File: src/hw/vdec_pkg.sv
// Package for the voltage detect event control block.
// Assumes a 32-bit AXI4-Lite register bus with word-aligned registers.
package vdec_pkg;
  localparam logic [7:0] VDEC_CTRL_OFFSET = 8'h00;
  localparam logic [7:0] VDEC_STAT_OFFSET = 8'h04;
  localparam int VDEC_EN_BIT = 15;
  localparam int VDEC_IDLE_BIT = 13;
  localparam int VDEC_DIR_BIT = 7;
  localparam int VDEC_BG_BIT = 6;
  localparam int VDEC_REF_BIT = 5;
  localparam int VDEC_EVENT_BIT = 0;
  localparam logic [15:0] VDEC_CTRL_WMASK = 16'ha08f;
  localparam logic [15:0] VDEC_CTRL_RESET = 16'h0000;
  localparam logic [3:0] VDEC_LEVEL_EXT = 4'hf;
  localparam logic [1:0] VDEC_RESP_OKAY = 2'b00;
  localparam logic [1:0] VDEC_RESP_SLVERR = 2'b10;
endpackage : vdec_pkg

File: src/hw/vdec_sync.sv
// Two-flop synchroniser with clock enable.
// Assumes the input is an asynchronous level.
`timescale 1ns/1ps
`default_nettype none
module vdec_sync (
  input wire logic core_clk_in, // System clock.
  input wire logic rst_n_in, // Async reset, active low.
  input wire logic ce_in, // Clock enable.
  input wire logic d_in, // Asynchronous level.
  output logic q_out // Synchronised level.
);
  logic stage1;
  always_ff @(posedge core_clk_in or negedge rst_n_in) begin
    if (!rst_n_in) begin
      stage1 <= 1'b0;
      q_out <= 1'b0;
    end else if (ce_in) begin
      stage1 <= d_in;
      q_out <= stage1;
    end
  end
endmodule : vdec_sync
`default_nettype wire

File: src/hw/vdec_top.sv
// Voltage detect event control: register slave, trip select and event flag.
// Assumes an analog comparator that takes the trip code and reports a crossing level.
`timescale 1ns/1ps
`default_nettype none
module vdec_top (
  input wire logic core_clk_in, // System clock, 100 MHz.
  input wire logic rst_n_in, // Async reset, active low.
  input wire logic ce_in, // Clock enable; freezes all state when low.
  input wire logic idle_mode_in, // Device is in idle mode.
  input wire logic cmp_above_in, // Comparator: supply at or above trip.
  input wire logic cmp_below_in, // Comparator: supply at or below trip.
  input wire logic bandgap_ok_in, // Band-gap reference stable.
  input wire logic reference_ok_in, // Internal reference stable.
  input wire logic [31:0] s_axi_awaddr, // Write address.
  input wire logic s_axi_awvalid, // Write address valid.
  output logic s_axi_awready, // Write address ready.
  input wire logic [31:0] s_axi_wdata, // Write data.
  input wire logic [3:0] s_axi_wstrb, // Write strobes.
  input wire logic s_axi_wvalid, // Write data valid.
  output logic s_axi_wready, // Write data ready.
  output logic [1:0] s_axi_bresp, // Write response.
  output logic s_axi_bvalid, // Write response valid.
  input wire logic s_axi_bready, // Write response ready.
  input wire logic [31:0] s_axi_araddr, // Read address.
  input wire logic s_axi_arvalid, // Read address valid.
  output logic s_axi_arready, // Read address ready.
  output logic [31:0] s_axi_rdata, // Read data.
  output logic [1:0] s_axi_rresp, // Read response.
  output logic s_axi_rvalid, // Read data valid.
  input wire logic s_axi_rready, // Read data ready.
  output logic detector_power_out, // Analog detector powered.
  output logic [3:0] trip_level_select_out, // Trip code to analog.
  output logic use_external_level_out, // Route external level input.
  output logic event_flag_out // Sticky detector event flag.
);
  import vdec_pkg::*;

  ////////////////////////////////////////////////////////////////////////////////
  logic [15:0] ctrl;
  logic event_flag;
  logic above_s, below_s, bg_s, ref_s;
  logic active, hit, hit_d;
  logic aw_seen, w_seen;
  logic [7:0] aw_addr;
  logic [31:0] w_data;
  logic [3:0] w_strb;
  logic do_write;
  logic [31:0] next_rdata;

  vdec_sync u_above (.core_clk_in(core_clk_in), .rst_n_in(rst_n_in), .ce_in(ce_in),
    .d_in(cmp_above_in), .q_out(above_s));
  vdec_sync u_below (.core_clk_in(core_clk_in), .rst_n_in(rst_n_in), .ce_in(ce_in),
    .d_in(cmp_below_in), .q_out(below_s));
  vdec_sync u_bg (.core_clk_in(core_clk_in), .rst_n_in(rst_n_in), .ce_in(ce_in),
    .d_in(bandgap_ok_in), .q_out(bg_s));
  vdec_sync u_ref (.core_clk_in(core_clk_in), .rst_n_in(rst_n_in), .ce_in(ce_in),
    .d_in(reference_ok_in), .q_out(ref_s));

  function automatic logic [15:0] vdec_merge(input logic [15:0] old, input logic [31:0] d,
                                             input logic [3:0] s);
    logic [15:0] m;
    m = {{8{s[1]}}, {8{s[0]}}} & VDEC_CTRL_WMASK;
    return (old & ~m) | (d[15:0] & m);
  endfunction : vdec_merge

  ////////////////////////////////////////////////////////////////////////////////
  // Write channel: address and data are taken in either order.
  assign do_write = aw_seen && w_seen && !s_axi_bvalid;

  always_ff @(posedge core_clk_in or negedge rst_n_in) begin
    if (!rst_n_in) begin
      aw_seen <= 1'b0;
      w_seen <= 1'b0;
      aw_addr <= 8'h00;
      w_data <= 32'h0000_0000;
      w_strb <= 4'h0;
      s_axi_awready <= 1'b0;
      s_axi_wready <= 1'b0;
      s_axi_bvalid <= 1'b0;
      s_axi_bresp <= VDEC_RESP_OKAY;
    end else if (ce_in) begin
      s_axi_awready <= !aw_seen && !s_axi_awready && s_axi_awvalid;
      s_axi_wready <= !w_seen && !s_axi_wready && s_axi_wvalid;
      if (s_axi_awready && s_axi_awvalid) begin
        aw_seen <= 1'b1;
        aw_addr <= s_axi_awaddr[7:0];
      end
      if (s_axi_wready && s_axi_wvalid) begin
        w_seen <= 1'b1;
        w_data <= s_axi_wdata;
        w_strb <= s_axi_wstrb;
      end
      if (do_write) begin
        aw_seen <= 1'b0;
        w_seen <= 1'b0;
        s_axi_bvalid <= 1'b1;
        if (aw_addr == VDEC_CTRL_OFFSET || aw_addr == VDEC_STAT_OFFSET) begin
          s_axi_bresp <= VDEC_RESP_OKAY;
        end else begin
          s_axi_bresp <= VDEC_RESP_SLVERR;
        end
      end else if (s_axi_bvalid && s_axi_bready) begin
        s_axi_bvalid <= 1'b0;
      end
    end
  end

  ////////////////////////////////////////////////////////////////////////////////
  // control storage, writable bits only.
  always_ff @(posedge core_clk_in or negedge rst_n_in) begin
    if (!rst_n_in) begin
      ctrl <= VDEC_CTRL_RESET;
    end else if (ce_in && do_write && aw_addr == VDEC_CTRL_OFFSET) begin
      ctrl <= vdec_merge(ctrl, w_data, w_strb);
    end
  end

  ////////////////////////////////////////////////////////////////////////////////
  // active qualifier.
  assign active = ctrl[VDEC_EN_BIT] && !(ctrl[VDEC_IDLE_BIT] && idle_mode_in);
  assign hit = active && ref_s && (ctrl[VDEC_DIR_BIT] ? above_s : below_s);

  // sticky event, set wins over clear.
  always_ff @(posedge core_clk_in or negedge rst_n_in) begin
    if (!rst_n_in) begin
      hit_d <= 1'b0;
      event_flag <= 1'b0;
    end else if (ce_in) begin
      hit_d <= hit;
      if (hit && !hit_d) begin
        event_flag <= 1'b1;
      end else if (do_write && aw_addr == VDEC_STAT_OFFSET && w_strb[0]
                   && w_data[VDEC_EVENT_BIT]) begin
        event_flag <= 1'b0;
      end
    end
  end

  // trip code passes to the analog selector through one register stage.
  always_ff @(posedge core_clk_in or negedge rst_n_in) begin
    if (!rst_n_in) begin
      detector_power_out <= 1'b0;
      trip_level_select_out <= 4'h0;
      use_external_level_out <= 1'b0;
      event_flag_out <= 1'b0;
    end else if (ce_in) begin
      detector_power_out <= active;
      trip_level_select_out <= ctrl[3:0];
      use_external_level_out <= ctrl[3:0] == VDEC_LEVEL_EXT;
      event_flag_out <= event_flag;
    end
  end

  ////////////////////////////////////////////////////////////////////////////////
  // read view with live stability flags.
  always_comb begin
    next_rdata = 32'h0000_0000;
    if (s_axi_araddr[7:0] == VDEC_CTRL_OFFSET) begin
      next_rdata[15:0] = ctrl;
      next_rdata[VDEC_BG_BIT] = bg_s;
      next_rdata[VDEC_REF_BIT] = ref_s;
    end else if (s_axi_araddr[7:0] == VDEC_STAT_OFFSET) begin
      next_rdata[VDEC_EVENT_BIT] = event_flag;
    end
  end

  always_ff @(posedge core_clk_in or negedge rst_n_in) begin
    if (!rst_n_in) begin
      s_axi_arready <= 1'b0;
      s_axi_rvalid <= 1'b0;
      s_axi_rdata <= 32'h0000_0000;
      s_axi_rresp <= VDEC_RESP_OKAY;
    end else if (ce_in) begin
      s_axi_arready <= 1'b0;
      if (s_axi_arvalid && !s_axi_arready && !s_axi_rvalid) begin
        s_axi_arready <= 1'b1;
        s_axi_rvalid <= 1'b1;
        s_axi_rdata <= next_rdata;
        if (s_axi_araddr[7:0] == VDEC_CTRL_OFFSET || s_axi_araddr[7:0] == VDEC_STAT_OFFSET) begin
          s_axi_rresp <= VDEC_RESP_OKAY;
        end else begin
          s_axi_rresp <= VDEC_RESP_SLVERR;
        end
      end else if (s_axi_rvalid && s_axi_rready) begin
        s_axi_rvalid <= 1'b0;
      end
    end
  end
endmodule : vdec_top
`default_nettype wire

File: config.mk
export PLATFORM = sky130hd
export DESIGN_NAME = vdec_top
export DESIGN_NICKNAME = d
export VERILOG_FILES = /design/src/hw/vdec_pkg.sv /design/src/hw/vdec_sync.sv /design/src/hw/vdec_top.sv
export SDC_FILE = /design/constraint.sdc
export NUM_CORES = 1
export LEC_CHECK = 0
export BUFFER_PORTS_ARGS = -buffer_cell sky130_fd_sc_hd__buf_2
export CORE_MARGIN = 2
export CORE_UTILIZATION = 46
export CTS_BUF_LIST = sky130_fd_sc_hd__clkbuf_4 sky130_fd_sc_hd__clkbuf_8 sky130_fd_sc_hd__clkbuf_16
export CTS_CLUSTER_DIAMETER = 120
export CTS_CLUSTER_SIZE = 16
export DETAILED_ROUTE_END_ITERATION = 12
export PLACE_DENSITY = 0.86
export SLEW_MARGIN = 25
export SYNTH_ARGS = -nofsm -noshare
export SYNTH_HDL_FRONTEND = slang
export SYNTH_SLANG_ARGS = --single-unit
File: constraint.sdc
create_clock -name core_clk_in -period 2.5 [get_ports core_clk_in]
set_input_delay 0.5 -clock core_clk_in [delete_from_list [all_inputs] [get_ports core_clk_in]]
set_output_delay 0.5 -clock core_clk_in [all_outputs]
set_load 0.02 [all_outputs]
# == Word-level counts from Yosys, hierarchy flattened ==
# Cells that the tools add are included.
# op_classes
muxes,17
n_reduce_logical,49
bitwise,4
eq_ne,3
# op_table
op,count
$and A16 B16 Y16,2
$logic_and A1 B1 Y1,22
$reduce_and A2 Y1,9
$eq A8 B3 Y1 const B,2
$logic_not A8 Y1,2
$not A16 Y16,1
$or A16 B16 Y16,1
$mux W15,1
$mux W1,14
$reduce_bool A2 Y1,5
$logic_not A1 Y1,9
$eq A4 B4 Y1 const B,1
$mux W2,2
$logic_or A1 B1 Y1,2
# totals
wordCells,101
ff_bits,86
inputBits,113

# == Longest topological paths before layout ==
# logic_depth
ltp_word,8
ltp_mapped,5

# == Modules after synthesis ==
# Synthesis repeated with hierarchy kept, for this count alone.
# unflattened
hier_cells,185
hier_area_um2,2544.9
# modules_own_cells
module,instances,cells_each,seq_area_each_um2,area_per_inst_um2
vdec_top,1,169,1276.2,2254.7
vdec_sync,4,4,50.0,72.6

# == Worst setup path before layout ==
# No wires, ideal clock.
# synth_path
path_type,input -> register
start,input ce_in
end,register with a tool-made name
setup_ps,125
slack_ps,736
cell_stages,4
arrival_ps,1640
path_cell_list,buf_4 -> nand4b_2 -> nor4_4 -> mux2_2
# synth_lines
item,line,text
from (decl),vdec_top.sv:8,"input wire logic ce_in,"

==> impl_results.md <==
- Status: finished clean
- Power Density: 854 nW/um^2
- First-pass iteration count of the detailed router: 4
- CP Buf/Inv Count: 0
- Critical Path RT: approximately 2.7 ns
- CTS tree: built
- Mapped Area: about 2500 sq um
- Avg Cell Area, Syn: around 14 sq um
- Die X: around 80 microns
- CP cell instances: or4b_4, nor4_4, mux2_2
- Die H: 78.3 microns
- Global-route wire length before repair: approximately 7.7 mm
- Root Buffer: clkbuf_8
- CP max FO: 5
- Ys Warns: 0
- Remaining DRCs: 0
- DP HPWL: about 3.3 mm
- Worst-path clk slew: roughly 0.060 ns
- Core ar.: approximately 5400 sq um
- Worst-Skew Late Latency: between 0.3 and 0.4 ns
- Worst EP arrival: 2.00 ns
- Antenna-violating nets left: 0
- Post-CTS Setup Repair Bufs: 0
- RSZ-0062 raised after global routing: false
- H-tree levels: 3
- Rows: 27
- Antenna violations before repair: 0
- Critical Path Start: aw_addr[1]
- Final Cycle Share: 0.720
- Area added between synthesis and finish: 18.4%
- Minimum clock period: 1.80 ns
- Starting DRT DRC Count: between 50 and 60
- Slowest cell on the critical path: or4b_4
- CP top delay family: simple AND/OR/NAND/NOR gates
- GRT overflow: 0
- Max Slew Vio Count: 0
- Avg WL per Cell: between 10 and 15 microns
- Num Clock Sinks: 59
- # IOs: about 160
- Largest net degree at the start of global routing: 27
- Setup Viol. Count Final: 0
- Vias: around 1600
- MaxCap Viol Count: 0
- Cell count after synthesis: approximately 190
- Async set or reset register ratio after synthesis: 1.00
- Number of nets in the layout: around 370
- Most common cell in the synthesized netlist: dfrtp_1
- Port-buffer cells: 60
- Pleak: between 1.5 and 2 nW
- Worst slack at placement: approximately 0.63 ns
- Most used DFF post-synth: dfrtp_1
- Worst setup SP type: flop
- Post-synth top cells: dfrtp_1, mux2_2, buf_4
- CP Capture Type: flop
- Via density: a little under 5
- VDD IR max: ~0.00060 V
- Area share of the largest cell type after synthesis: 0.582
- RR Startpoint: aw_addr[1]
- Starting Density: 0.469
- Num CTS Buffers: 9
- Fin. Hold Viols: 0
- Clk_skew: 0.00596 ns
- Worst-case clock buffer depth: 2
- Post-synth EDFFs: 0
- Hold Slack: between 0.1 and 0.15 ns
- Routability cong.: approximately 0.76
- Worst Tran Pin Value: 0.502 ns
- Final WL: 4.41 mm
- Relative slew slack: 0.665
- # resized after CTS: 0
- Share of post-route cells with drive strength above 1: 0.479
- Setup CP Type: flop to flop
- Total track usage: 0.164
- Yosys top cell by area: dfrtp_1
- Number of synthesized register bits: roughly 60
- Max Fclk: 556 MHz
- Ant. Diodes: 0
- Die area: roughly 6000 sq um
- Setup tns final: 0 ns
- Library cells used by synthesis: 27
- Cts hold-fix bufs: 0
- Final WS setup: approximately 0.7 ns
- Vias in the first global route: approximately 1600
- Worst path max stage delay: between 0.5 and 0.6 ns
- Hold Crit Class: input pin to async pin
- Seq/Total Area, Yosys: 0.582
- Leading cell types by total area after synthesis: dfrtp_1, mux2_2, buf_4
## worst reg2reg max path, delay by kind of cell, from the launching register on
kind | cells | cell delay [ns]
mux | 1 | 0.39
flops | 1 | 0.41
simple gates | 2 | 0.90
## cell families (layout without fill, tap and decap cells)
logic type,Yosys count,count (layout),share of synthesized area
AND/OR/NAND/NOR,29,29,0.0833
other,1,25,0.00148
buffers and inverters,36,85,0.0917
AO/OA/AOI/OAI,18,18,0.0528
flip-flops,59,59,0.582
multiplexers,43,43,0.189
## layout make-up
type | instances | area (sq um)
fill | 484 | 2400
sequential | 59 | 1480
multi-input combinational | 115 | 918
timing repair buffer | 67 | 353
clock buffer | 11 | 139
tap | 72 | 90.1
inverter | 6 | 22.5
clock inverter | 1 | 5.00
## final timing paths
| check | end | slack (ns) | cells past startpoint |
|---|---|---|---|
| hold / removal | s_axi_rdata[7] | 0.11 | 1 |
| min in group core_clk_in | w_data[3] | 0.41 | 2 |
| setup / recovery | flop | 0.70 | 3 |
| hold reg to reg | event_flag | 0.46 | 1 |
| max in group asynchronous | aw_addr[0] | 1.71 | 2 |
| setup reg to reg | flop | 0.70 | 3 |
## where the power goes
part           leakage (nW)  internal [W]  switching, W  total [W]
clock                0.0778      0.000357      0.000316   0.000673
sequential            0.756       0.00119      0.000155    0.00134
combinational         0.715      0.000278      0.000273   0.000551
total                  1.55       0.00182      0.000743    0.00257
## placed cells by master (no fill, tap or decap), drive strengths merged, types with 2 or more instances in the layout
master	Yosys	routed
nor4	4	4
mux2	39	39
conb	1	25
nand4	2	2
buf	26	67
clkbuf	4	11
nand3	5	5
inv	6	6
o21ai	5	5
a22o	8	8
or4b	2	2
a21boi	4	4
dfrtp	59	59
mux2i	4	4
nand2	8	8
## metrics by stage
stage / power [W] / utilization / instances / cell area (sq um)
after floorplan: 0.00175 / - / 210 / 2630
after global placement: 0.00189 / 0.529 / 319 / 2860
after detailed placement: 0.00192 / 0.529 / 319 / 2860
after CTS: 0.00260 / 0.556 / 331 / 3000
after global routing: 0.00274 / 0.556 / 331 / 3000
final: 0.00257 / 0.556 / 331 / 3000
## per-layer routing
metal	wire [microns]	global-route usage	part of all wire	vias to the layer above
met1	2000	0.211	0.45	788
met2	2070	0.260	0.47	65
met3	292	0.0483	0.066	7
li1	-	-	-	748
met4	59	0.0684	0.013	0
met5	0	0	0	-
(Power assumes the default switching activity.)
